### src/rtl/boot_seq_pkg.sv
// constants for the array boot and reconfiguration sequencer
// assumes a 200 MHz array clock and a 32-bit avalon-mm register port
package boot_seq_pkg;
  localparam int ADDR_W = 8;
  localparam int DATA_W = 32;
  localparam int TILE_N = 8;
  // register byte offsets
  localparam logic [7:0] OFS_PLL_CFG = 8'h00;
  localparam logic [7:0] OFS_CTRL = 8'h04;
  localparam logic [7:0] OFS_STATUS = 8'h08;
  localparam logic [7:0] OFS_SECURE = 8'h0C;
  localparam logic [7:0] OFS_TILE_RST = 8'h10;
  localparam logic [7:0] OFS_SOFT_RST = 8'h14;
  localparam logic [7:0] OFS_CFG_BASE = 8'h40;
  localparam int CFG_WORDS = 16;
  // control register fields
  localparam int CTRL_PLL_EN = 0;
  localparam int CTRL_GRST_REL = 1;
  localparam int CTRL_FABRIC_EN = 2;
  // status register fields
  localparam int ST_CFG_DONE = 0;
  localparam int ST_LOCK = 1;
  localparam int ST_GRST = 2;
  localparam int ST_STATE_LSB = 4;
  // reset values
  localparam logic [15:0] PLL_CFG_RST = 16'h0001;
  localparam logic [31:0] UNMAPPED_RD = 32'h0000_0000;
  localparam logic [31:0] SOFT_RST_KEY = 32'h0000_0001;
  // timing
  localparam int CLK_MHZ = 200;
  localparam int LOCK_TIME_US = 50;
  localparam int LOCK_CYCLES = LOCK_TIME_US * CLK_MHZ;
  localparam int SOFT_RST_CYCLES = 16;
  typedef enum logic [2:0] {
    ST_POR, ST_CONFIG, ST_LOCKING, ST_HELD, ST_RUN
  } state_type;
endpackage

### src/rtl/array_boot_reconfig_sequencer.sv
// boot, reset and reconfiguration sequencing for the tiled array
// assumes the platform manager drives the register port and holds por
`timescale 1ns/1ps
// Behaviour
// - pll runs default frequency before programming
// - pll enable only after config; starts pll
// - enabled pll settles then raises lock
// - global reset released after lock by write
// - global registers decoded in config space
// - any network master writes any register except status; pll config only before pll enable
// - configuration is image words into registers
// - reconfiguration accepted any time after boot
// - full reconfiguration leaves global reset to software; config writes do not assert it
// - untouched tiles keep running during partial
// - soft reset register write of SOFT_RST_KEY resets array
module array_boot_reconfig_sequencer
  #(parameter int LOCK_CYCLES_P = boot_seq_pkg::LOCK_CYCLES) (
  // clock and reset
  input wire logic clk_in,
  input wire logic rst_in,
  // power-up reset from platform manager, active low
  input wire logic por_n_in,
  // avalon-mm register slave
  input wire logic [boot_seq_pkg::ADDR_W-1:0] avs_address_in,
  input wire logic avs_read_in,
  input wire logic avs_write_in,
  input wire logic [boot_seq_pkg::DATA_W-1:0] avs_writedata_in,
  output logic [boot_seq_pkg::DATA_W-1:0] avs_readdata_out,
  output logic avs_waitrequest_out,
  // pll side
  output logic [15:0] pll_cfg_out,
  output logic pll_en_out,
  output logic pll_lock_out,
  // array side
  output logic global_rst_out,
  output logic [boot_seq_pkg::TILE_N-1:0] tile_rst_out,
  output logic [boot_seq_pkg::TILE_N-1:0] tile_run_out,
  output logic fabric_if_en_out,
  output logic [31:0] secure_out,
  output logic cfg_we_out,
  output logic [3:0] cfg_addr_out,
  output logic [31:0] cfg_data_out
);
  import boot_seq_pkg::*;

  localparam int LCW = $clog2(LOCK_CYCLES_P + 1);

  // pin input synchroniser, three stages
  logic por_s1_q;
  logic por_s2_q;
  logic por_s3_q;
  logic por_q;
  always_ff @(posedge clk_in) begin
    por_s1_q <= por_n_in;
    por_s2_q <= por_s1_q;
    por_s3_q <= por_s2_q;
  end
  wire por_agree = (por_s2_q == por_s3_q);
  always_ff @(posedge clk_in) begin
    if (rst_in) begin
      por_q <= 1'b0;
    end else if (por_agree) begin
      por_q <= por_s3_q;
    end
  end
  wire in_por = rst_in | ~por_q;

  state_type state_q, state_d;
  logic [15:0] pll_cfg_q;
  logic cfg_done_q;
  logic pll_en_q;
  logic grst_q;
  logic lock_q;
  logic fabric_q;
  logic [LCW-1:0] lock_cnt_q;
  logic [31:0] secure_q;
  logic [TILE_N-1:0] tile_rst_q;
  logic [4:0] soft_cnt_q;
  logic [31:0] cfg_mem [CFG_WORDS];
  logic ack_q;
  logic [31:0] rdata_q;
  logic cfg_we_q;
  logic [3:0] cfg_addr_q;
  logic [31:0] cfg_data_q;

  // one wait cycle per access, then answer
  wire req = (avs_read_in | avs_write_in) & ~ack_q;
  wire wr = avs_write_in & ack_q;
  wire rd = avs_read_in & ack_q;
  wire hit_pll = (avs_address_in == OFS_PLL_CFG);
  wire hit_ctrl = (avs_address_in == OFS_CTRL);
  wire hit_stat = (avs_address_in == OFS_STATUS);
  wire hit_sec = (avs_address_in == OFS_SECURE);
  wire hit_tile = (avs_address_in == OFS_TILE_RST);
  wire hit_soft = (avs_address_in == OFS_SOFT_RST);
  wire hit_cfg = (avs_address_in[7:6] == OFS_CFG_BASE[7:6])
    & (avs_address_in[1:0] == 2'b00);
  wire [3:0] cfg_idx = avs_address_in[5:2];

  wire pll_en_wr = wr & hit_ctrl & avs_writedata_in[CTRL_PLL_EN]
    & cfg_done_q;
  wire grst_rel_wr = wr & hit_ctrl & avs_writedata_in[CTRL_GRST_REL]
    & lock_q;
  wire grst_set_wr = wr & hit_ctrl & ~avs_writedata_in[CTRL_GRST_REL];
  wire soft_wr = wr & hit_soft & (avs_writedata_in == SOFT_RST_KEY);
  wire soft_active = (soft_cnt_q != 5'd0);
  wire lock_done = (lock_cnt_q == LCW'(LOCK_CYCLES_P));

  always_comb begin
    state_d = state_q;
    case (state_q)
      ST_POR: state_d = ST_CONFIG;
      ST_CONFIG: begin
        if (pll_en_wr) begin
          state_d = ST_LOCKING;
        end
      end
      ST_LOCKING: begin
        if (lock_done) begin
          state_d = ST_HELD;
        end
      end
      ST_HELD: begin
        if (grst_rel_wr) begin
          state_d = ST_RUN;
        end
      end
      // a soft reset drops back to held, so software must release again
      ST_RUN: begin
        if (grst_set_wr | soft_wr) begin
          state_d = ST_HELD;
        end
      end
      default: state_d = ST_POR;
    endcase
  end

  always_ff @(posedge clk_in) begin
    if (in_por) begin
      state_q <= ST_POR;
    end else begin
      state_q <= state_d;
    end
  end

  always_ff @(posedge clk_in) begin
    if (in_por) begin
      pll_cfg_q <= PLL_CFG_RST;
      cfg_done_q <= 1'b0;
      secure_q <= 32'h0000_0000;
    end else if (wr & hit_pll & ~pll_en_q) begin
      pll_cfg_q <= avs_writedata_in[15:0];
      cfg_done_q <= 1'b1;
    end else if (wr & hit_sec) begin
      secure_q <= avs_writedata_in;
    end
  end

  always_ff @(posedge clk_in) begin
    if (in_por) begin
      pll_en_q <= 1'b0;
      lock_cnt_q <= '0;
      lock_q <= 1'b0;
    end else begin
      if (pll_en_wr) begin
        pll_en_q <= 1'b1;
      end
      // counter parks at the end value, lock then stays up
      if (pll_en_q & ~lock_done) begin
        lock_cnt_q <= lock_cnt_q + LCW'(1);
      end
      lock_q <= pll_en_q & lock_done;
    end
  end

  always_ff @(posedge clk_in) begin
    if (in_por) begin
      grst_q <= 1'b1;
    end else begin
      grst_q <= (state_d != ST_RUN);
    end
  end

  always_ff @(posedge clk_in) begin
    if (in_por) begin
      soft_cnt_q <= 5'd0;
    end else if (soft_wr) begin
      soft_cnt_q <= 5'(SOFT_RST_CYCLES);
    end else if (soft_active) begin
      soft_cnt_q <= soft_cnt_q - 5'd1;
    end
  end

  always_ff @(posedge clk_in) begin
    if (in_por) begin
      tile_rst_q <= '0;
      fabric_q <= 1'b0;
    end else begin
      if (wr & hit_tile) begin
        tile_rst_q <= avs_writedata_in[TILE_N-1:0];
      end
      if (wr & hit_ctrl) begin
        fabric_q <= avs_writedata_in[CTRL_FABRIC_EN];
      end
    end
  end

  // accepted in any state after boot
  always_ff @(posedge clk_in) begin
    if (wr & hit_cfg) begin
      cfg_mem[cfg_idx] <= avs_writedata_in;
    end
  end
  always_ff @(posedge clk_in) begin
    if (in_por) begin
      cfg_we_q <= 1'b0;
      cfg_addr_q <= 4'h0;
      cfg_data_q <= 32'h0000_0000;
    end else begin
      cfg_we_q <= wr & hit_cfg;
      if (wr & hit_cfg) begin
        cfg_addr_q <= cfg_idx;
        cfg_data_q <= avs_writedata_in;
      end
    end
  end

  wire [31:0] ctrl_rd = {29'h0, fabric_q, ~grst_q, pll_en_q};
  wire [31:0] stat_rd = {25'h0, state_q, 1'b0, grst_q, lock_q,
    cfg_done_q};
  wire [31:0] rd_mux =
    hit_pll ? {16'h0000, pll_cfg_q} :
    hit_ctrl ? ctrl_rd :
    hit_stat ? stat_rd :
    hit_sec ? secure_q :
    hit_tile ? {{(32-TILE_N){1'b0}}, tile_rst_q} :
    hit_cfg ? cfg_mem[cfg_idx] : UNMAPPED_RD;

  // data registered on the request's first cycle, shown on the second
  always_ff @(posedge clk_in) begin
    if (rst_in) begin
      ack_q <= 1'b0;
      rdata_q <= 32'h0000_0000;
    end else begin
      ack_q <= req;
      if (avs_read_in & ~ack_q) rdata_q <= rd_mux;
    end
  end

  assign avs_waitrequest_out = (avs_read_in | avs_write_in) & ~ack_q;
  assign avs_readdata_out = rdata_q;
  assign pll_cfg_out = pll_cfg_q;
  assign pll_en_out = pll_en_q;
  assign pll_lock_out = lock_q;
  // soft reset also idles the whole array, a trade against a second fsm
  assign global_rst_out = grst_q | soft_active;
  assign tile_rst_out = tile_rst_q | {TILE_N{global_rst_out}};
  assign tile_run_out = ~tile_rst_out;
  assign fabric_if_en_out = fabric_q & ~global_rst_out;
  assign secure_out = secure_q;
  assign cfg_we_out = cfg_we_q;
  assign cfg_addr_out = cfg_addr_q;
  assign cfg_data_out = cfg_data_q;
  wire unused_rd = rd;
endmodule

### config.mk
export PLATFORM = sky130hd
export DESIGN_NAME = array_boot_reconfig_sequencer
export DESIGN_NICKNAME = d
export VERILOG_FILES = /design/src/rtl/boot_seq_pkg.sv /design/src/rtl/array_boot_reconfig_sequencer.sv
export SDC_FILE = /design/constraint.sdc
export NUM_CORES = 1
export LEC_CHECK = 0
export ABC_AREA = 1
export BUFFER_PORTS_ARGS = -buffer_cell sky130_fd_sc_hd__buf_2
export CELL_PAD_IN_SITES_DETAIL_PLACEMENT = 2
export CELL_PAD_IN_SITES_GLOBAL_PLACEMENT = 2
export CORE_AREA = 2 2 322 229
export DETAILED_ROUTE_END_ITERATION = 16
export DIE_AREA = 0 0 324 231
export GPL_TIMING_DRIVEN = 0
export MAX_ROUTING_LAYER = met4
export PLACE_DENSITY_LB_ADDON = 0.1
export SKIP_LAST_GASP = 1
export SYNTH_ARGS = -nofsm -noshare
export SYNTH_HDL_FRONTEND = slang
export SYNTH_SLANG_ARGS = --single-unit
### constraint.sdc
create_clock -name clk_in -period 3.9 [get_ports clk_in]
set_clock_uncertainty 0.15 [all_clocks]
set_input_delay 0.195 -clock clk_in [delete_from_list [all_inputs] [get_ports clk_in]]
set_output_delay 0.195 -clock clk_in [all_outputs]
set_load 0.01 [all_outputs]
==> flow_summary.ini <==
[sta]
rsz0062_at_grt = no
tns_ns = 0
final-setup-viol-count = 0
tightestPinTransition_ns = 1.40
fmax_mhz = 263
hold_ws_ns = 0.0727
post-route-min-period_ns = 3.80
hold_viol = 0
relSlewSlack_pct = 6.31
finalCritPeriodShare_pct = 97.5
slew_violations = 0

[routing]
ant_nets = 0
vias = 19257
via_per_inst = 5.53
drtIter0Drc = 1928
wl_um = 102000
route.detailed.drc = 0
avgRoutedWirePerCell_um = 29.2
dr.pass1.iters = 5

[power]
seqPwrFrac_pct = 50.7
p_clk_share_pct = 44.2
cellPowerDensity_nw_per_um2 = 490
ir_drop_uv = 260
p_total_mw = 15.1
combPwrFrac_pct = 5.1
swShare_pct = 23.1
leakage_nw = 11.2
p_int_mw = 11.6
p_switching_mw = 3.50

[placement]
hpwl_um = 70600
placed_cell_area_um2 = 28200
gp_congestion = 0.892
portBuffers = 182

[synthesis]
avgSynthCellArea_um2 = 12.0
synth_seq_cells = 669
synth_ff_type = edfxtp_1
synthCells = 2134
synth_cell_types = 32
synth_seq_area_share_pct = 72.3
ys_async_sr_fraction_pct = 0
syn_area_um2 = 25600
synth_edf_count = 512
ys.warnings.count = 0
synthesis.nets = 2182

[min_path]
min_path_type = input port to flop

[global_route]
grt_pass1_vias = 20164
gr-usage-all-layers_pct = 27.8
gr-total-overflow = 0
grt_max_degree = 22
grt_first_pass_wirelength_um = 144000
antenna_found_initial = 3

[layout]
seq_area_um2 = 18500
nFillCells = 7399
fin_util_pct = 42.8
num-nets-final = 2496
mostFrequentLayoutCell = nand2_1
design_area_um2 = 30900
drive_gt1_share_pct = 15.8
areaGrowthSynthToFinish_pct = 20.6
multiInputGateArea_um2 = 6320
layout_common_cells = nand2_1 (553), edfxtp_1 (512), buf_2 (241)

[clock_tree]
htree_levels = 3
cts_setup_buffers = 0
cts_tree = yes
cts-root-buf = clkbuf_16
cts_sinks = 669
clk_latency_ns = 0.63
cts_resized = 0
clkTransAtPathRegs_ns = 0.06
cts_buffers = 71
ctsLongestPathBuffers = 3
hold_buffers = 39

[run]
maxCapViolCount = 0

[critical_path]
critPathLaunchType = input port
cp.required_ns = 4.06
end_kind = flop
critPathArrivalTime_ns = 3.96
critPathKind = input port to flop
cp_max_fo = 17

[floorplan]
die_area_um2 = 74800
coreArea_um2 = 72200
row_count = 83
ios = 183
die_w_um = 324
die_y_um = 231
initial_utilization_pct = 35.5

[outcome]
status = finished, final reports clean
## registers in the layout (all words and copies together) (netlist names), 3 cells and up
register / count
cfg_mem: 512
soft_cnt_q: 5
avs_readdata_out: 32
tile_rst_q: 8
cfg_data_out: 32
lock_cnt_q: 14
pll_cfg_out: 16
secure_out: 32
cfg_addr_out: 4
state_q: 3
## final cells by class
cell class | count | area share (%)
Tap cell | 977 | 3.96
Inverter | 98 | 1.19
Clock buffer | 107 | 6.77
Clock inverter | 25 | 0.506
Buffer | 116 | 1.66
Multi-Input combinational cell | 1251 | 20.5
Sequential cell | 669 | 60.0
Antenna cell | 1 | 0.00810
Timing Repair Buffer | 241 | 5.48
## routing by layer
metal  share of wire [%]  up-vias  global-route usage, %
met5                   0        -                      -
met4                 1.6        0                   5.14
met3                 6.7      118                   4.74
met2                  45      663                   42.0
met1                  46    10136                   39.7
li1                    -     8340                      -
## Yosys cell counts, drive strengths merged, types with 2 or more instances
cell / number / area share (%)
nand2: 553 / 8.1
edfxtp: 512 / 60
a22oi: 232 / 6.8
dfxtp: 157 / 12
a21oi: 143 / 2.8
o21ai: 112 / 2.2
inv: 96 / 1.4
nor2: 96 / 1.5
buf: 61 / 1.2
clkbuf: 55 / 0.81
nand3: 33 / 0.65
a211oi: 18 / 0.53
nor3: 18 / 0.35
nand4: 12 / 0.29
nor4: 8 / 0.20
or2: 6 / 0.15
xnor2: 5 / 0.17
a221oi: 4 / 0.14
xor2: 4 / 0.14
ha: 3 / 0.15
clkinv: 2 / 0.029
## power groups by stage
stage	sequential (mW)	combinational, mW	clock (mW)
after floorplan	7.83	0.320	0
after global placement	7.83	0.704	0
after detailed placement	7.83	0.735	0
after CTS	7.67	0.770	6.78
after global routing	7.67	0.830	7.02
final	7.67	0.775	6.69
## final timing paths
check                    start  cells past startpoint              to  slack (ns)
max          avs_address_in[1]                     10  cfg_mem[2][12]         0.1
min                   por_n_in                      2        por_s1_q        0.07
max reg2reg              ack_q                      8  cfg_mem[2][12]        0.28
min reg2reg           por_s1_q                      0        por_s2_q        0.18
## logic make-up after synthesis
logic type               count (synthesis)  synth area share [%]
flip-flops                             669                  72.3
adder cells (fa/ha/maj)                  3                 0.147
AND/OR/NAND/NOR                        728                  11.3
XOR/XNOR                                 9                 0.308
buffers and inverters                  214                  3.44
AO/OA/AOI/OAI                          511                  12.5
## worst max-delay path, cell delays in order
cell	delay (ns)
buf_2	0.10
nor2_1	0.27
nand2_1	0.09
nor2_1	0.74
nand2_1	0.46
inv_2	0.32
buf_2	0.37
nand2_1	0.32
nor2_4	0.77
buf_12	0.28
## stage by stage
| stage | worst slack [ns] | std cells |
|---|---|---|
| 2_1_floorplan | 0.0361 | 2134 |
| 3_3_place_gp | -4.61 | 3293 |
| 3_5_place_dp | -0.451 | 3313 |
| 4_1_cts | 0.203 | 3484 |
| 5_1_grt | 0.0391 | 3485 |
| 6_report | 0.0973 | 3485 |
(Power assumes the default switching activity.)
